--- src/misu_map.svh ---
// Opcodes, reset values and field positions of the miscellaneous system instruction unit.
// Assumes a 10-bit instruction word and 4-bit accumulator and B register.
`ifndef MISU_MAP_SVH
`define MISU_MAP_SVH

`define MISU_OP_NOP 10'h000
`define MISU_OP_SWRST 10'h001
`define MISU_OP_PWROFF 10'h002
`define MISU_OP_PUTEST 10'h003
`define MISU_OP_POFEN 10'h05b
`define MISU_OP_WDSVC 10'h2a0
`define MISU_OP_WDDIS 10'h29c
`define MISU_OP_DETEN 10'h293
`define MISU_OP_BKRST 10'h040
`define MISU_OP_BKSET 10'h041
`define MISU_OP_SPLRD 10'h278
`define MISU_OP_SPLWR 10'h238
`define MISU_OP_RDQA 10'h204
`define MISU_OP_WRQA 10'h244
`define MISU_OP_RDQB 10'h205
`define MISU_OP_WRQB 10'h245
`define MISU_OP_RDQC 10'h206
`define MISU_OP_WRQC 10'h246
`define MISU_OP_CSTART 10'h29f
`define MISU_OP_CDTEST 10'h287

`define MISU_NIB_RST 4'h0
`define MISU_SIO_RST 8'h00
`define MISU_MODE_BIT 3

`endif

--- src/misu_pkg.sv ---
// Types shared by the miscellaneous system instruction unit.
// Assumes nothing of its surroundings.
package misu_pkg;
   typedef enum logic [4:0] {
      MISU_NONE, MISU_NOP, MISU_SWRST, MISU_PWROFF, MISU_PUTEST, MISU_POFEN,
      MISU_WDSVC, MISU_WDDIS, MISU_DETEN, MISU_BKRST, MISU_BKSET,
      MISU_SPLRD, MISU_SPLWR, MISU_RDQA, MISU_WRQA, MISU_RDQB, MISU_WRQB,
      MISU_RDQC, MISU_WRQC, MISU_CSTART, MISU_CDTEST
   } misu_op_t;

   // Write-back bundle to the accumulator and B register
   typedef struct packed {
      logic acc_load;
      logic [3:0] acc;
      logic b_load;
      logic [3:0] b;
   } misu_wb_t;
endpackage

--- src/misu_core.sv ---
// Execution logic for the miscellaneous system instructions.
// Assumes a decoded instruction word strobe from the CPU sequencer on the same clock.
`timescale 1ns/1ps
`default_nettype none
`include "misu_map.svh"

module misu_core
   import misu_pkg::*;
(
   // Clock and reset
   input wire logic mclk_in,
   input wire logic nrst_in,
   // Instruction stream
   input wire logic instr_valid_in,
   input wire logic [9:0] instr_code_in,
   input wire logic [3:0] acc_in,
   input wire logic [3:0] regb_in,
   // Flags from other blocks
   input wire logic conv_done_set_in,
   input wire logic conv_irq_enable_bit_in,
   input wire logic powerup_flag_in,
   input wire logic watchdog_flag_one_in,
   input wire logic backup_mode_in,
   input wire logic detector_enable_pin_in,
   // Write-back and sequencing
   output misu_wb_t wb_out,
   output logic skip_out,
   // Converter
   output logic conv_start_out,
   output logic conv_cmp_mode_out,
   output logic conv_done_flag_out,
   output logic [3:0] conv_ctrl_reg_a_out,
   output logic [3:0] conv_ctrl_reg_b_out,
   output logic [3:0] conv_ctrl_reg_c_out,
   // System control
   output logic power_off_req_out,
   output logic watchdog_flag_clear_out,
   output logic watchdog_stop_out,
   output logic sys_reset_req_out,
   output logic detector_active_out,
   output logic table_bank_bit_out,
   output logic [7:0] sio_out
);

   misu_op_t op;
   logic pin_meta;
   logic pin_sync;
   logic pofen_armed;
   logic wddis_armed;
   logic det_enabled;
   logic conv_done_flag;
   logic next_conv_done_flag;
   logic [3:0] conv_ctrl_reg_a;
   logic [3:0] conv_ctrl_reg_b;
   logic [3:0] conv_ctrl_reg_c;
   logic [7:0] sio;
   misu_wb_t next_wb;
   logic next_skip;

   // Decode one single-word instruction
   always_comb begin
      op = MISU_NONE;
      if (instr_valid_in) begin
         case (instr_code_in)
            `MISU_OP_NOP: op = MISU_NOP;
            `MISU_OP_SWRST: op = MISU_SWRST;
            `MISU_OP_PWROFF: op = MISU_PWROFF;
            `MISU_OP_PUTEST: op = MISU_PUTEST;
            `MISU_OP_POFEN: op = MISU_POFEN;
            `MISU_OP_WDSVC: op = MISU_WDSVC;
            `MISU_OP_WDDIS: op = MISU_WDDIS;
            `MISU_OP_DETEN: op = MISU_DETEN;
            `MISU_OP_BKRST: op = MISU_BKRST;
            `MISU_OP_BKSET: op = MISU_BKSET;
            `MISU_OP_SPLRD: op = MISU_SPLRD;
            `MISU_OP_SPLWR: op = MISU_SPLWR;
            `MISU_OP_RDQA: op = MISU_RDQA;
            `MISU_OP_WRQA: op = MISU_WRQA;
            `MISU_OP_RDQB: op = MISU_RDQB;
            `MISU_OP_WRQB: op = MISU_WRQB;
            `MISU_OP_RDQC: op = MISU_RDQC;
            `MISU_OP_WRQC: op = MISU_WRQC;
            `MISU_OP_CSTART: op = MISU_CSTART;
            `MISU_OP_CDTEST: op = MISU_CDTEST;
            default: op = MISU_NONE;
         endcase
      end
   end

   // Accumulator and B write-back, skip decisions
   always_comb begin
      next_wb = '0;
      next_skip = 1'b0;
      case (op)
         MISU_RDQA: begin
            next_wb.acc_load = 1'b1;
            next_wb.acc = conv_ctrl_reg_a;
         end
         MISU_RDQB: begin
            next_wb.acc_load = 1'b1;
            next_wb.acc = conv_ctrl_reg_b;
         end
         MISU_RDQC: begin
            next_wb.acc_load = 1'b1;
            next_wb.acc = conv_ctrl_reg_c;
         end
         MISU_SPLRD: begin
            next_wb.b_load = 1'b1;
            next_wb.b = sio[7:4];
            next_wb.acc_load = 1'b1;
            next_wb.acc = sio[3:0];
         end
         MISU_CDTEST: next_skip = !conv_irq_enable_bit_in && conv_done_flag;
         MISU_PUTEST: next_skip = powerup_flag_in;
         MISU_WDSVC: next_skip = watchdog_flag_one_in;
         default: next_skip = 1'b0; // No-operation falls here
      endcase
   end

   // Registered write-back and skip, one cycle after the instruction
   always_ff @(posedge mclk_in or negedge nrst_in) begin
      if (!nrst_in) begin
         wb_out <= '0;
         skip_out <= 1'b0;
      end else begin
         wb_out <= next_wb;
         skip_out <= next_skip;
      end
   end

   // Conversion done flag; a hardware set wins over an instruction clear
   always_comb begin
      next_conv_done_flag = conv_done_flag;
      if (op == MISU_CSTART)
         next_conv_done_flag = 1'b0;
      if (op == MISU_CDTEST && !conv_irq_enable_bit_in && conv_done_flag)
         next_conv_done_flag = 1'b0;
      if (conv_done_set_in)
         next_conv_done_flag = 1'b1;
   end

   always_ff @(posedge mclk_in or negedge nrst_in) begin
      if (!nrst_in)
         conv_done_flag <= 1'b0;
      else
         conv_done_flag <= next_conv_done_flag;
   end

   // Conversion start pulse and mode
   always_ff @(posedge mclk_in or negedge nrst_in) begin
      if (!nrst_in) begin
         conv_start_out <= 1'b0;
         conv_cmp_mode_out <= 1'b0;
      end else begin
         conv_start_out <= (op == MISU_CSTART);
         if (op == MISU_CSTART)
            conv_cmp_mode_out <= conv_ctrl_reg_a[`MISU_MODE_BIT];
      end
   end

   // Converter control registers
   always_ff @(posedge mclk_in or negedge nrst_in) begin
      if (!nrst_in) begin
         conv_ctrl_reg_a <= `MISU_NIB_RST;
         conv_ctrl_reg_b <= `MISU_NIB_RST;
         conv_ctrl_reg_c <= `MISU_NIB_RST;
      end else begin
         if (op == MISU_WRQA)
            conv_ctrl_reg_a <= acc_in;
         if (op == MISU_WRQB)
            conv_ctrl_reg_b <= acc_in;
         if (op == MISU_WRQC)
            conv_ctrl_reg_c <= acc_in;
      end
   end

   // Split transfer register
   always_ff @(posedge mclk_in or negedge nrst_in) begin
      if (!nrst_in)
         sio <= `MISU_SIO_RST;
      else if (op == MISU_SPLWR)
         sio <= {regb_in, acc_in};
   end

   // Two-step arming: any other instruction disarms
   always_ff @(posedge mclk_in or negedge nrst_in) begin
      if (!nrst_in) begin
         pofen_armed <= 1'b0;
         wddis_armed <= 1'b0;
      end else if (instr_valid_in) begin
         pofen_armed <= (op == MISU_POFEN);
         wddis_armed <= (op == MISU_WDDIS);
      end
   end

   // Power-off, watchdog, reset requests
   always_ff @(posedge mclk_in or negedge nrst_in) begin
      if (!nrst_in) begin
         power_off_req_out <= 1'b0;
         watchdog_flag_clear_out <= 1'b0;
         sys_reset_req_out <= 1'b0;
      end else begin
         power_off_req_out <= (op == MISU_PWROFF) && pofen_armed;
         watchdog_flag_clear_out <= (op == MISU_WDSVC) && watchdog_flag_one_in;
         sys_reset_req_out <= (op == MISU_SWRST);
      end
   end

   always_ff @(posedge mclk_in or negedge nrst_in) begin
      if (!nrst_in)
         watchdog_stop_out <= 1'b0;
      else if (op == MISU_WDSVC && wddis_armed)
         watchdog_stop_out <= 1'b1;
   end

   // Table bank bit
   always_ff @(posedge mclk_in or negedge nrst_in) begin
      if (!nrst_in)
         table_bank_bit_out <= 1'b0;
      else if (op == MISU_BKRST)
         table_bank_bit_out <= 1'b0;
      else if (op == MISU_BKSET)
         table_bank_bit_out <= 1'b1;
   end

   // Detector enable pin synchroniser and gating
   always_ff @(posedge mclk_in or negedge nrst_in) begin
      if (!nrst_in) begin
         pin_meta <= 1'b0;
         pin_sync <= 1'b0;
         det_enabled <= 1'b0;
         detector_active_out <= 1'b0;
      end else begin
         pin_meta <= detector_enable_pin_in;
         pin_sync <= pin_meta;
         if (op == MISU_DETEN)
            det_enabled <= 1'b1;
         detector_active_out <= det_enabled && backup_mode_in && pin_sync;
      end
   end

   assign conv_done_flag_out = conv_done_flag;
   assign conv_ctrl_reg_a_out = conv_ctrl_reg_a;
   assign conv_ctrl_reg_b_out = conv_ctrl_reg_b;
   assign conv_ctrl_reg_c_out = conv_ctrl_reg_c;
   assign sio_out = sio;
endmodule
`default_nettype wire

--- config.mk ---
export PLATFORM = sky130hd
export DESIGN_NAME = misu_core
export DESIGN_NICKNAME = d
export VERILOG_FILES = /design/src/misu_pkg.sv /design/src/misu_core.sv
export VERILOG_INCLUDE_DIRS = /design/src /design/src/src
export SDC_FILE = /design/constraint.sdc
export NUM_CORES = 1
export LEC_CHECK = 0
export BUFFER_PORTS_ARGS = -buffer_cell sky130_fd_sc_hd__buf_2
export CORE_MARGIN = 1
export CORE_UTILIZATION = 42
export CTS_BUF_LIST = sky130_fd_sc_hd__clkbuf_4 sky130_fd_sc_hd__clkbuf_8
export DETAILED_ROUTE_END_ITERATION = 6
export PLACE_DENSITY = 0.76
export SYNTH_ARGS = -nofsm -noshare
export SYNTH_HDL_FRONTEND = slang
export SYNTH_SLANG_ARGS = --single-unit
--- constraint.sdc ---
create_clock -name mclk_in -period 1.1 [get_ports mclk_in]
set_input_delay 0.11 -clock mclk_in [delete_from_list [all_inputs] [get_ports mclk_in]]
set_output_delay 0.11 -clock mclk_in [all_outputs]
set_load 0.005 [all_outputs]
# == Word level (Yosys, flattened, before mapping) ==
# Cells that the tools add are included.
# word_totals
reg_bits,45
output_inout_bits,40
word_cells,83
in_bits,27
# classes
mux,10
eq_ne,38
reduce_logical,12
# op_table
op,count
"equality test 10 bit, second input constant",13
one-hot mux 5 bit (20 select lines),1
"equality test 5 x 4 -> 1 bit, second input constant",8
"equality test 10 x 7 -> 1 bit, second input constant",3
"equality test 5 bit, second input constant",5
"equality test 10 x 2 -> 1 bit, second input constant",2
"equality test 5 x 3 -> 1 bit, second input constant",4
one-hot mux 5 bit (4 select lines),1
"equality test 10 x 1 -> 1 bit, second input constant",1
"equality test 5 x 2 -> 1 bit, second input constant",2
zero test 10 bit,1
2-to-1 mux 5 bit,2
logical AND 1 bit,8
2-to-1 mux 1 bit,5
one-hot mux 1 bit (3 select lines),1
nonzero test 3 bit,1
nonzero test 2 bit,1
zero test 1 bit,1

# == Longest topological paths before layout ==
# Gate-level depths: netlist of run 1.
# logic_depth
depth_word,8
ltp_mapped,9
ltp_nobuf,7

# == Worst setup path before layout of run 1 ==
# No wires, ideal clock.
# synth_path
kind,input-to-reg
start,input port instr_code_in[3]
end,register conv_ctrl_reg_a[0] (netlist: conv_ctrl_reg_a_out[0])
setup_ps,128
path_slack_ps,-1049
path_buffers,1
stages,7
arrival_time_ps,2022
t_required_ps,972
cell_sequence,buf_2 -> or4_4 -> o31a_1 -> nand3_2 -> nor3b_4 -> and2_1 -> mux2_1
# synth_between
elab_chain_len,4
elab_cells_between_ends,23
classes_between,20 x eq/ne; 2 x mux; 1 x reduce/logical
# synth_lines
item,line_no,rtl
from (decl),misu_core.sv:15,"input wire logic [9:0] instr_code_in,"
equality test 10 bit (tied with other cells),misu_core.sv:64,case (instr_code_in)
one-hot mux 5 bit (20 select lines) *,misu_core.sv:64,
2-to-1 mux 5 bit *,misu_core.sv:63,if (instr_valid_in) begin
equality test 5 x 4 -> 1 bit *,misu_core.sv:168,if (op == MISU_WRQA)
to (signal assigned),misu_core.sv:164,conv_ctrl_reg_a <= `MISU_NIB_RST;
to (signal assigned),misu_core.sv:169,conv_ctrl_reg_a <= acc_in;
to (decl),misu_core.sv:53,logic [3:0] conv_ctrl_reg_a;
# Mark *: on every way between the ends. The rest lies on a longest branch, timed or not.
# A chain may end at the register's enable or synchronous reset.

# == Worst setup path in the final report of run 1 ==
# layout_path
start,input port instr_code_in[5]
end,register conv_ctrl_reg_c[1] (netlist: conv_ctrl_reg_c_out[1])
# layout_between
elab_chain_len,4
elab_cells_between_ends,23
classes_between,20 x eq/ne; 2 x mux; 1 x reduce/logical
# layout_lines
item,line_no,rtl
equality test 10 bit (tied with other cells),misu_core.sv:64,
one-hot mux 5 bit (20 select lines) *,misu_core.sv:64,
2-to-1 mux 5 bit *,misu_core.sv:63,
equality test 5 bit *,misu_core.sv:172,if (op == MISU_WRQC)
to (signal assigned),misu_core.sv:166,conv_ctrl_reg_c <= `MISU_NIB_RST;
to (signal assigned),misu_core.sv:173,conv_ctrl_reg_c <= acc_in;
to (decl),misu_core.sv:55,logic [3:0] conv_ctrl_reg_c;
# Marks and branches as above.

==> flow_summary.rst, run 1 <==
.. list-table::
   :header-rows: 1

   * - Metric
     - Value
   * - Status
     - finished, violations left
   * - Failing checks
     - negative setup slack
   * - # fillers
     - 322
   * - Avg WL per Cell
     - 18.9 um
   * - Global Route Usage Sum
     - 23.9%
   * - Worst hold-check slack
     - 9.15 ps
   * - Critical Path Max Stage Delay
     - 370 ps
   * - Sink Count
     - 45
   * - Cell taking the most area after synthesis
     - dfrtp_1
   * - Arrival time at the worst endpoint
     - 2080 ps
   * - Required time of the critical path
     - 1280 ps
   * - Via count of the first global-routing pass
     - 2,222
   * - Post-CTS clock slew at the launch and capture registers of the worst setup and hold paths
     - 80 ps
   * - Async set or reset register ratio after synthesis
     - 100%
   * - Nets
     - 361
   * - Die Area
     - 0.00584 mm^2
   * - TritonCTS clock tree
     - done
   * - Biggest area contributors in the synthesized netlist
     - dfrtp_1 48%, mux2_4 5.2%, mux2_1 3.9%
   * - Most instantiated library cell after synthesis
     - dfrtp_1
   * - Aggregate global routing overflow
     - 0
   * - Slowest stage cell, crit path
     - nor3_2
   * - Initial Util
     - 44.7%
   * - Synthesized flop and latch total
     - 45
   * - First-pass GRT wire length
     - 11,000 um
   * - Largest net degree at the start of global routing
     - 33
   * - Worst setup path category
     - in -> reg
   * - Initial DRC Count
     - 103
   * - Largest driver fanout on the critical path
     - 5
   * - Count of flip-flops with a built-in enable after synthesis
     - 0
   * - Worst-case setup margin in the final layout
     - -798 ps
   * - Routed vias/inst
     - 5.72
   * - Element type at the critical path end
     - flop
   * - Mapped Area
     - 0.00232 mm^2
   * - Weighted congestion at the end of routability-driven global placement
     - 0.824
   * - Hpwl dp
     - 4570 um
   * - Share of cells above drive strength 1
     - 64.5%
   * - Relative slew slack
     - 71.2%
   * - Top Family by Delay on Critical Path
     - simple AND/OR/NAND/NOR gates
   * - Diodes inserted
     - 0
   * - Yosys warning count
     - 0
   * - Number of antenna violations at the first check in global routing
     - 0
   * - Series of cell instances along the critical path
     - buf_4 -> buf_4 -> and2_4 -> nand4_1 -> buf_4 -> o31ai_4 -> nor3_2 -> nand3_2 -> nor2_4 -> mux2_2
   * - Multi-input combinational cell area
     - 0.00150 mm^2
   * - Final period demand of the worst path
     - 1900 ps
   * - Leading cell types by count after synthesis
     - 45 x dfrtp_1, 14 x nand3_1, 13 x nand2_1
   * - Max Cap Viol
     - 0
   * - Final routed wirelength across all metal layers
     - 7650 um
   * - Clock network latency to the later pin of the worst-skew pair
     - 300 ps
   * - Class of the tightest hold or removal check
     - in -> reg
   * - Critical path startpoint category
     - primary input
   * - Total chip power
     - 3.58 mW
   * - Static leakage
     - 1.93 nW
   * - Most common cell on crit path
     - buf_4
   * - Largest buffer count on any clock path
     - 2
   * - Count of unresolved DRC violations after routing
     - 0
   * - Setup violations, final
     - 42
   * - Vias after detailed routing
     - 2,318
   * - Clock skew
     - 6.96 ps
   * - RSZ-0062 raised after global routing
     - yes
   * - Highest attainable clock frequency
     - 527 MHz
   * - Count of buffers inserted at the top-level ports
     - 66
   * - Peak supply drop
     - 0.668 mV
   * - Count of final hold-check violations
     - 0
   * - Tcrit/Tclk final
     - 173%
   * - Fraction of the yosys area taken by sequential cells
     - 48.4%
   * - Vertical die dimension
     - 76.4 um
   * - Worst Max-Slew Pin Slew
     - 432 ps
   * - Number of distinct library cell variants in the gate-level netlist after synthesis
     - 61
   * - Die width
     - 76.4 um
   * - Number of levels the H-tree was split into
     - 2
   * - Row count
     - 26
   * - Count of mapped cells out of synthesis
     - 202
   * - Number of clock buffers inserted by TritonCTS
     - 5
   * - Register cell area after layout
     - 0.00113 mm^2
   * - Clock tree root buffer cell
     - clkbuf_8
   * - Post-DRT Antenna Nets
     - 0
   * - Synthesis-to-layout area growth
     - 64.7%
   * - Max-slew violation total from the final report
     - 0
   * - Mean cell area of the mapped netlist
     - 11.5 um^2
   * - Core Region
     - 0.00520 mm^2
   * - Most frequently used flop master after synthesis
     - dfrtp_1
   * - Boundary Pins
     - 67
   * - Pwr dens
     - 935 mW/mm^2
   * - Number of detailed-routing iterations run before antenna repair
     - 5
   * - CP Buf/Inv Count
     - 3
   * - Synth Net Count
     - 229
   * - Share of the synthesized area in the top cell type
     - 48.4%
## report_power, final
part	switching (mW)	internal [mW]	leakage (nW)	total [mW]
Combinational	0.208	0.207	1.24	0.415
Clock	0.565	0.914	0.0687	1.48
Sequential	0.0145	1.67	0.618	1.69
Total	0.788	2.79	1.93	3.58
## through the flow
| step | TNS (ps) | utilization [%] | cells | area (um^2) | setup WS (ps) |
|---|---|---|---|---|---|
| after floorplan | -32820 | - | 202 | 2450 | -987 |
| after global placement | -39540 | 61.7 | 382 | 3210 | -1040 |
| after detailed placement | -41110 | 61.7 | 382 | 3210 | -1090 |
| after global routing | -30990 | 73.6 | 405 | 3830 | -825 |
| after CTS | -24620 | 69.7 | 399 | 3630 | -668 |
| final | -29450 | 73.6 | 405 | 3830 | -798 |
## state kept, by name, indices dropped and copies added (netlist names)
name / flops
pofen_armed: 1
conv_done_flag_out: 1
wb_out: 10
pin_meta: 1
pin_sync: 1
watchdog_stop_out: 1
conv_ctrl_reg_b_out: 4
sys_reset_req_out: 1
conv_ctrl_reg_a_out: 4
watchdog_flag_clear_out: 1
conv_ctrl_reg_c_out: 4
power_off_req_out: 1
sio_out: 8
det_enabled: 1
table_bank_bit_out: 1
conv_cmp_mode_out: 1
conv_start_out: 1
detector_active_out: 1
skip_out: 1
wddis_armed: 1
## logic make-up (layout without fill, tap and decap cells)
| family | count (synthesis) | after routing | share of synthesized area, % |
|---|---|---|---|
| AOI/OAI and AO/OA | 35 | 35 | 11.9 |
| xor gates and xnor gates | 2 | 2 | 0.754 |
| buffers and inverters | 13 | 146 | 2.85 |
| DFF | 45 | 45 | 48.4 |
| muxes | 22 | 22 | 11.9 |
| and+or+nand+nor | 85 | 85 | 24.2 |
## worst paths after layout
path / start / to / slack [ps] / depth (start not counted)
min in group asynchronous: nrst_in / pin_sync$_DFF_PN0_ / 240 / 2
setup / recovery: instr_code_in[5] / conv_ctrl_reg_c_out[1]$_DFFE_PN0N_ / -800 / 10
hold / removal: conv_done_set_in / conv_done_flag_out$_DFFE_PN0P_ / 9 / 2
max in group asynchronous: nrst_in / conv_done_flag_out$_DFFE_PN0P_ / 380 / 3
hold reg to reg: pin_meta$_DFF_PN0_ / pin_sync$_DFF_PN0_ / 360 / 0
setup reg to reg: conv_done_flag_out$_DFFE_PN0P_ / skip_out$_DFF_PN0_ / -20 / 3
## worst register-to-register path, cell delays in order, from the launching register on
cell     delay (ps)
dfrtp_1         400
nor3b_2         150
a21oi_1         350
o41ai_4         100
## per-layer routing
metal  vias up  wire, um  track usage [%]
li1       1031         -                -
met1      1120      3080             30.3
met2       122      3790             39.7
met3        45       391             3.71
met4         0       384             12.1
met5         -         0                0
## cell usage in the layout (no fill, tap or decap), drive strengths merged, types with 2 or more instances in the layout
master	instances
nand3	15
a21oi	3
a32oi	3
or4b	3
dlygate4sd3	2
and4bb	2
nand2	13
o21ai	4
inv	6
o211ai	2
clkbuf	5
buf	131
o31ai	3
mux2	21
nand4	3
or3b	2
a22oi	3
dfrtp	45
nor2	9
nor3b	5
nor4bb	2
and3b	2
o21bai	3
and2	8
nor3	7
o31a	2
nor2b	3
and3	3
bufinv	2
## area by class of cell
type | instances | area share (%)
clock inverters | 3 | 1.80
flip-flops and latches | 45 | 29.4
inverters | 5 | 0.490
multi-input cells | 144 | 39.2
well taps | 70 | 2.29
repair buffers | 133 | 25.1
clock buffers | 5 | 1.80
## what timing repair did
action                                  in CTS  in global routing
resized for setup                           47                 42
setup buffers                                9                  7
endpoints found under the setup margin      42                 42
hold buffers                                 2                  0
pin swaps                                   20                 18
hold endpoints to repair                    14                  0
No activity file was read; power rests on OpenSTA's default activity.
==> run 2, diff against run 1 <==
Clock period 1.1 ns to 2.4 ns, I/O delays scaled along.
==> run 2 against run 1 <==
The run now ends clean. Count of clock-buffer cells in the layout up 1. Cell area decreased by 23%. Die area stayed put. Clock skew rose by 0.86 ps. Global-route usage decreased by 4.3 points. Utilization shrank 17 points. Hold slack better by 53 ps. Sequential share of layout area rose by 8.8 points. Largest cell class unchanged. Largest power group unchanged.
==> flow_summary.rst, run 2 (synthesis results as in run 1) <==
.. list-table::
   :header-rows: 1

   * - Metric
     - Value
   * - Status
     - completed
   * - Avg WL per Cell
     - 15.4 um
   * - Die width
     - 76.4 um
   * - Max-slew violation total from the final report
     - 0
   * - Nets
     - 312
   * - Die Area
     - 0.00584 mm^2
   * - Hold path depth
     - 1
   * - Relative contribution of the clock network to total power
     - 39.7%
   * - Clock network latency to the later pin of the worst-skew pair
     - 290 ps
   * - Setup violations, final
     - 0
   * - Number of antenna violations at the first check in global routing
     - 0
   * - Post-CTS clock slew at the launch and capture registers of the worst setup and hold paths
     - 80 ps
   * - Final routed wirelength across all metal layers
     - 5490 um
   * - Tcrit/Tclk final
     - 90.3%
   * - Met1 Usage GRT
     - 27.3%
   * - Core Region
     - 0.00520 mm^2
   * - # Post-CTS Setup Buffers
     - 0
   * - Final period demand of the worst path
     - 2170 ps
   * - Series of cell instances along the critical path
     - buf_2 -> nor4bb_1 -> nand3_1 -> nand3_1 -> nor3b_4 -> nor3b_4 -> and2_1 -> mux2_1
   * - Depth of the worst register-to-register path
     - 3
   * - Routed vias/inst
     - 5.46
   * - Multi-input combinational cell area
     - 0.00113 mm^2
   * - Vias after detailed routing
     - 1,945
   * - Most common library cell in the layout ignoring fill and taps
     - buf_2
   * - Hpwl dp
     - 4180 um
   * - GR Layer Usage met3
     - 3.35%
   * - Highest attainable clock frequency
     - 461 MHz
   * - Register cell area after layout
     - 0.00113 mm^2
   * - Element type at the critical path end
     - flop
   * - Synthesis-to-layout area growth
     - 26.9%
   * - # hold bufs at CTS
     - 0
   * - Boundary Pins
     - 67
   * - Sink Count
     - 45
   * - CP Buf/Inv Count
     - 1
   * - Arrival time at the worst endpoint
     - 2350 ps
   * - Relative slew slack
     - 36.8%
   * - Max Cap Viol
     - 0
   * - Number of flip-flops in the largest register
     - 10
   * - Weighted congestion at the end of routability-driven global placement
     - 0.867
   * - TritonCTS clock tree
     - done
   * - Post-DRT Antenna Nets
     - 0
   * - Worst Max-Slew Pin Slew
     - 948 ps
   * - Global Route Usage Sum
     - 19.6%
   * - Peak supply drop
     - 0.279 mV
   * - Total chip power
     - 1.46 mW
   * - Largest buffer count on any clock path
     - 2
   * - Class of the tightest hold or removal check
     - in -> reg
   * - Static leakage
     - 1.57 nW
   * - Share of cells above drive strength 1
     - 40.6%
   * - Diodes inserted
     - 0
   * - Worst path depth
     - 8
   * - Sequential group share of total power
     - 52.8%
   * - Pwr dens
     - 496 mW/mm^2
   * - Clock tree root buffer cell
     - clkbuf_8
   * - Count of unresolved DRC violations after routing
     - 0
   * - Top Family by Delay on Critical Path
     - simple AND/OR/NAND/NOR gates
   * - Number of detailed-routing iterations run before antenna repair
     - 4
   * - Final TNS setup
     - 0 ps
   * - Via count of the first global-routing pass
     - 1,869
   * - Cell area after layout
     - 0.00295 mm^2
   * - # fillers
     - 449
   * - Critical Path Max Stage Delay
     - 490 ps
   * - Row count
     - 26
   * - Count of buffers inserted at the top-level ports
     - 66
   * - RSZ-0062 raised after global routing
     - no
   * - Aggregate global routing overflow
     - 0
   * - Number of clock buffers inserted by TritonCTS
     - 5
   * - Largest net degree at the start of global routing
     - 46
   * - Worst-case setup margin in the final layout
     - 232 ps
   * - Pre-CTS setup slack
     - -37.8 ps
   * - Vertical die dimension
     - 76.4 um
   * - Initial Util
     - 44.7%
   * - Worst setup path category
     - in -> reg
   * - Count of final hold-check violations
     - 0
   * - Fraction of power spent switching nets
     - 21.5%
   * - Internal portion of total power
     - 1.15 mW
   * - Clock skew
     - 7.82 ps
   * - Largest driver fanout on the critical path
     - 13
   * - Final core area utilization
     - 56.7%
   * - Number of cells upsized or downsized after cts
     - 0
   * - Placed cell area
     - 0.00283 mm^2
   * - Part of the power in combinational logic
     - 7.6%
   * - Register with the most flip-flops
     - wb_out
   * - Number of levels the H-tree was split into
     - 2
   * - Net Sw Power
     - 0.314 mW
   * - Most crowded layer after global routing
     - met2
   * - Slowest stage cell, crit path
     - nor4bb_1
   * - Initial DRC Count
     - 71
   * - Most frequent cells in the layout
     - 66 x buf_2, 45 x dfrtp_1, 18 x buf_4
   * - Met2 layer usage reported by global route
     - 31.3%
   * - Critical path startpoint category
     - primary input
   * - Required time of the critical path
     - 2580 ps
   * - First-pass GRT wire length
     - 9170 um
run 2: cell types whose count changed in the layout (fill, tap and decap cells not counted), sizes merged:
cell / change
bufinv: -1
buf: -47
clkinvlp: +1
dlygate4sd3: -2
inv: -1
clkbuf: +1
run 2: final timing paths:
kind / startpoint / slack [ps] / endpoint
worst max register to register: conv_done_flag_out$_DFFE_PN0P_ / 1350 / skip_out$_DFF_PN0_
worst min register to register: pin_meta$_DFF_PN0_ / 350 / pin_sync$_DFF_PN0_
worst max-delay path: instr_code_in[0] / 230 / conv_ctrl_reg_a_out[0]$_DFFE_PN0N_
min in group asynchronous: nrst_in / 80 / sio_out[4]$_DFFE_PN0N_
max in group asynchronous: nrst_in / 1730 / pin_meta$_DFF_PN0_
worst min-delay path: detector_enable_pin_in / 60 / pin_meta$_DFF_PN0_
run 2: through the flow:
step,instances,hold WS (ps)
after floorplan,202,-55.6
after global placement,348,335
after detailed placement,348,346
after CTS,356,54.3
after global routing,356,59.4
final,356,62.0
run 2: final cells by class:
type	count	share of cell area (%)
multi-input cells	144	38.4
flip-flops and latches	45	38.2
repair buffers	84	15.8
well taps	70	2.97
clock buffers	6	2.80
clock inverters	2	1.27
inverters	5	0.636
run 2: layer usage:
layer | part of all wire, % | vias up
met5 | 0 | -
met4 | 1.6 | 0
met3 | 3.9 | 11
met2 | 48 | 56
met1 | 46 | 949
li1 | - | 929
run 2: worst register-to-register path, cell delays in order (launching register included):
cell	delay [ps]
dfrtp_1	380
nor3b_1	200
a21oi_1	110
o41ai_1	250
run 2: power by group through the flow:
stage | Clock, mW | Combinational (mW) | Sequential, mW
after floorplan | 0 | 0.0519 | 0.786
after global placement | 0 | 0.108 | 0.787
after detailed placement | 0 | 0.110 | 0.787
after CTS | 0.589 | 0.110 | 0.772
after global routing | 0.625 | 0.123 | 0.773
final | 0.580 | 0.111 | 0.772
==> run 3, diff against run 2 <==
Settings changed: ABC_CLOCK_PERIOD_IN_PS set to 2400, CELL_PAD_IN_SITES_DETAIL_PLACEMENT set to 2, CELL_PAD_IN_SITES_GLOBAL_PLACEMENT set to 2, CORE_UTILIZATION 42 to 36, PLACE_DENSITY 0.76 to 0.95.
==> run 3 against run 2 <==
Die area increased by 16%. Hold slack got worse by 51 ps. Via count increased by 11%. Global-route usage increased by 11 points. Clock power decreased by 13%. Non-clock buffer count increased by 9. Count of clock-buffer cells in the layout unchanged. Sequential share of layout area decreased by 0.67 points. Power decreased by 3.6%. First-iteration DRC count increased by 39%. Utilization decreased by 7.1 points.
==> flow_summary.rst, run 3 (synthesis results as in run 1) <==
.. list-table::
   :header-rows: 1

   * - Metric
     - Value
   * - Status
     - completed
   * - Initial Util
     - 38.4%
   * - Pre-CTS setup slack
     - -176 ps
   * - Worst-case setup margin in the final layout
     - 40.7 ps
   * - Final core area utilization
     - 49.5%
   * - Number of levels the H-tree was split into
     - 2
   * - Clock skew
     - 8.30 ps
   * - Required time of the critical path
     - 2590 ps
   * - Highest attainable clock frequency
     - 424 MHz
   * - Die Area
     - 0.00678 mm^2
   * - TritonCTS clock tree
     - done
   * - Arrival time at the worst endpoint
     - 2550 ps
   * - Part of the power in combinational logic
     - 9.2%
   * - Share of cells above drive strength 1
     - 42.5%
   * - # fillers
     - 644
   * - Peak supply drop
     - 0.343 mV
   * - Number of flip-flops in the largest register
     - 10
   * - Most frequent cells in the layout
     - 66 x buf_2, 45 x dfrtp_1, 27 x buf_4
   * - Count of buffers inserted at the top-level ports
     - 66
   * - Relative slew slack
     - 62.0%
   * - Number of antenna violations at the first check in global routing
     - 1
   * - Tcrit/Tclk final
     - 98.3%
   * - Most common library cell in the layout ignoring fill and taps
     - buf_2
   * - Aggregate global routing overflow
     - 0
   * - Largest driver fanout on the critical path
     - 8
   * - Multi-input combinational cell area
     - 0.00114 mm^2
   * - Final routed wirelength across all metal layers
     - 9430 um
   * - Avg WL per Cell
     - 25.5 um
   * - Register cell area after layout
     - 0.00113 mm^2
   * - Element type at the critical path end
     - flop
   * - Core Region
     - 0.00606 mm^2
   * - Fraction of power spent switching nets
     - 26.1%
   * - Static leakage
     - 1.60 nW
   * - Sequential group share of total power
     - 54.9%
   * - Synthesis-to-layout area growth
     - 29.2%
   * - Count of final hold-check violations
     - 0
   * - # Post-CTS Setup Buffers
     - 0
   * - Pwr dens
     - 469 mW/mm^2
   * - Final cell count without fillers
     - 370
   * - Via count of the first global-routing pass
     - 2,374
   * - Class of the tightest hold or removal check
     - in -> async
   * - Routed vias/inst
     - 5.84
   * - Post-CTS clock slew at the launch and capture registers of the worst setup and hold paths
     - 90 ps
   * - Critical path startpoint category
     - primary input
   * - Largest buffer count on any clock path
     - 2
   * - Die width
     - 82.4 um
   * - Setup violations, final
     - 0
   * - Clock network latency to the later pin of the worst-skew pair
     - 310 ps
   * - Vertical die dimension
     - 82.4 um
   * - Weighted congestion at the end of routability-driven global placement
     - 0.788
   * - Hpwl dp
     - 6890 um
   * - CP Buf/Inv Count
     - 2
   * - Boundary Pins
     - 67
   * - Count of placed standard cells including taps
     - 362
   * - Max Cap Viol
     - 0
   * - Largest net degree at the start of global routing
     - 46
   * - First-pass GRT wire length
     - 14,300 um
   * - Net Sw Power
     - 0.367 mW
   * - Worst Max-Slew Pin Slew
     - 571 ps
   * - Global Route Usage Sum
     - 30.3%
   * - Sink Count
     - 45
   * - Nets
     - 321
   * - Row count
     - 28
   * - Max-slew violation total from the final report
     - 0
   * - Critical Path Max Stage Delay
     - 370 ps
   * - Initial DRC Count
     - 99
   * - Final period demand of the worst path
     - 2360 ps
   * - # hold bufs at CTS
     - 0
   * - Vias after detailed routing
     - 2,162
   * - Slowest stage cell, crit path
     - nor4bb_1
   * - Number of clock buffers inserted by TritonCTS
     - 5
   * - Series of cell instances along the critical path
     - buf_2 -> buf_4 -> nor4bb_1 -> nand3_1 -> nand3_1 -> nor3b_4 -> nor3b_4 -> and2_1 -> mux2_1
   * - Count of unresolved DRC violations after routing
     - 0
   * - Post-DRT Antenna Nets
     - 0
   * - Number of cells upsized or downsized after cts
     - 0
   * - Number of detailed-routing iterations run before antenna repair
     - 5
   * - Top Family by Delay on Critical Path
     - simple AND/OR/NAND/NOR gates
   * - Register with the most flip-flops
     - wb_out
   * - Clock tree root buffer cell
     - clkbuf_8
   * - Worst setup path category
     - in -> reg
   * - Internal portion of total power
     - 1.04 mW
   * - Relative contribution of the clock network to total power
     - 35.9%
-- run 3: final cells by class --
class	instances	area share, %
multi-input combinational	144	37.9
sequential	45	37.5
timing repair buffer	93	17.7
tap	75	3.13
clock buffer	6	2.75
inverter	5	0.625
clock inverter	1	0.250
antenna	1	0.0833
-- run 3: metal layers --
layer | GRT usage, % | vias to the layer above | wire length, um
met2 | 53.9 | 81 | 5050
met1 | 34.7 | 1117 | 3660
met3 | 6.48 | 27 | 375
met4 | 13.3 | 0 | 352
li1 | - | 937 | -
met5 | 0 | - | 0
-- run 3: power groups by stage --
| stage | Sequential [mW] | Clock (mW) | Combinational, mW |
|---|---|---|---|
| floorplan | 0.786 | 0 | 0.0519 |
| global placement | 0.787 | 0 | 0.113 |
| detailed placement | 0.790 | 0 | 0.125 |
| CTS | 0.774 | 0.522 | 0.129 |
| global route | 0.775 | 0.547 | 0.140 |
| finish | 0.774 | 0.506 | 0.129 |
-- run 3: worst paths after layout --
| path | start | endpoint | slack (ps) | cells after the start |
|---|---|---|---|---|
| min reg2reg | pin_meta$_DFF_PN0_ | pin_sync$_DFF_PN0_ | 400 | 0 |
| min in group mclk_in | detector_enable_pin_in | pin_meta$_DFF_PN0_ | 70 | 1 |
| min | nrst_in | conv_ctrl_reg_a_out[2]$_DFFE_PN0N_ | 10 | 2 |
| max in group asynchronous | nrst_in | conv_ctrl_reg_c_out[1]$_DFFE_PN0N_ | 2000 | 2 |
| max reg2reg | conv_done_flag_out$_DFFE_PN0P_ | skip_out$_DFF_PN0_ | 1180 | 3 |
| max | instr_code_in[6] | conv_ctrl_reg_a_out[1]$_DFFE_PN0N_ | 40 | 9 |
-- run 3: worst reg2reg max path, cell delays in order (launching register included) --
cell and delay, ps:
dfrtp_1 380, nor3b_1 250, a21oi_1 140, o41ai_1 330
-- run 3: per-stage QoR --
step	TNS, ps	total power [mW]	hold slack [ps]	area (um^2)
2_1_floorplan	0	0.838	-55.6	2320
3_3_place_gp	-104	0.900	335	2900
3_5_place_dp	-2100	0.914	365	2900
4_1_cts	0	1.42	20.7	2990
5_1_grt	-115	1.46	52.1	3000
6_report	0	1.41	11.2	3000
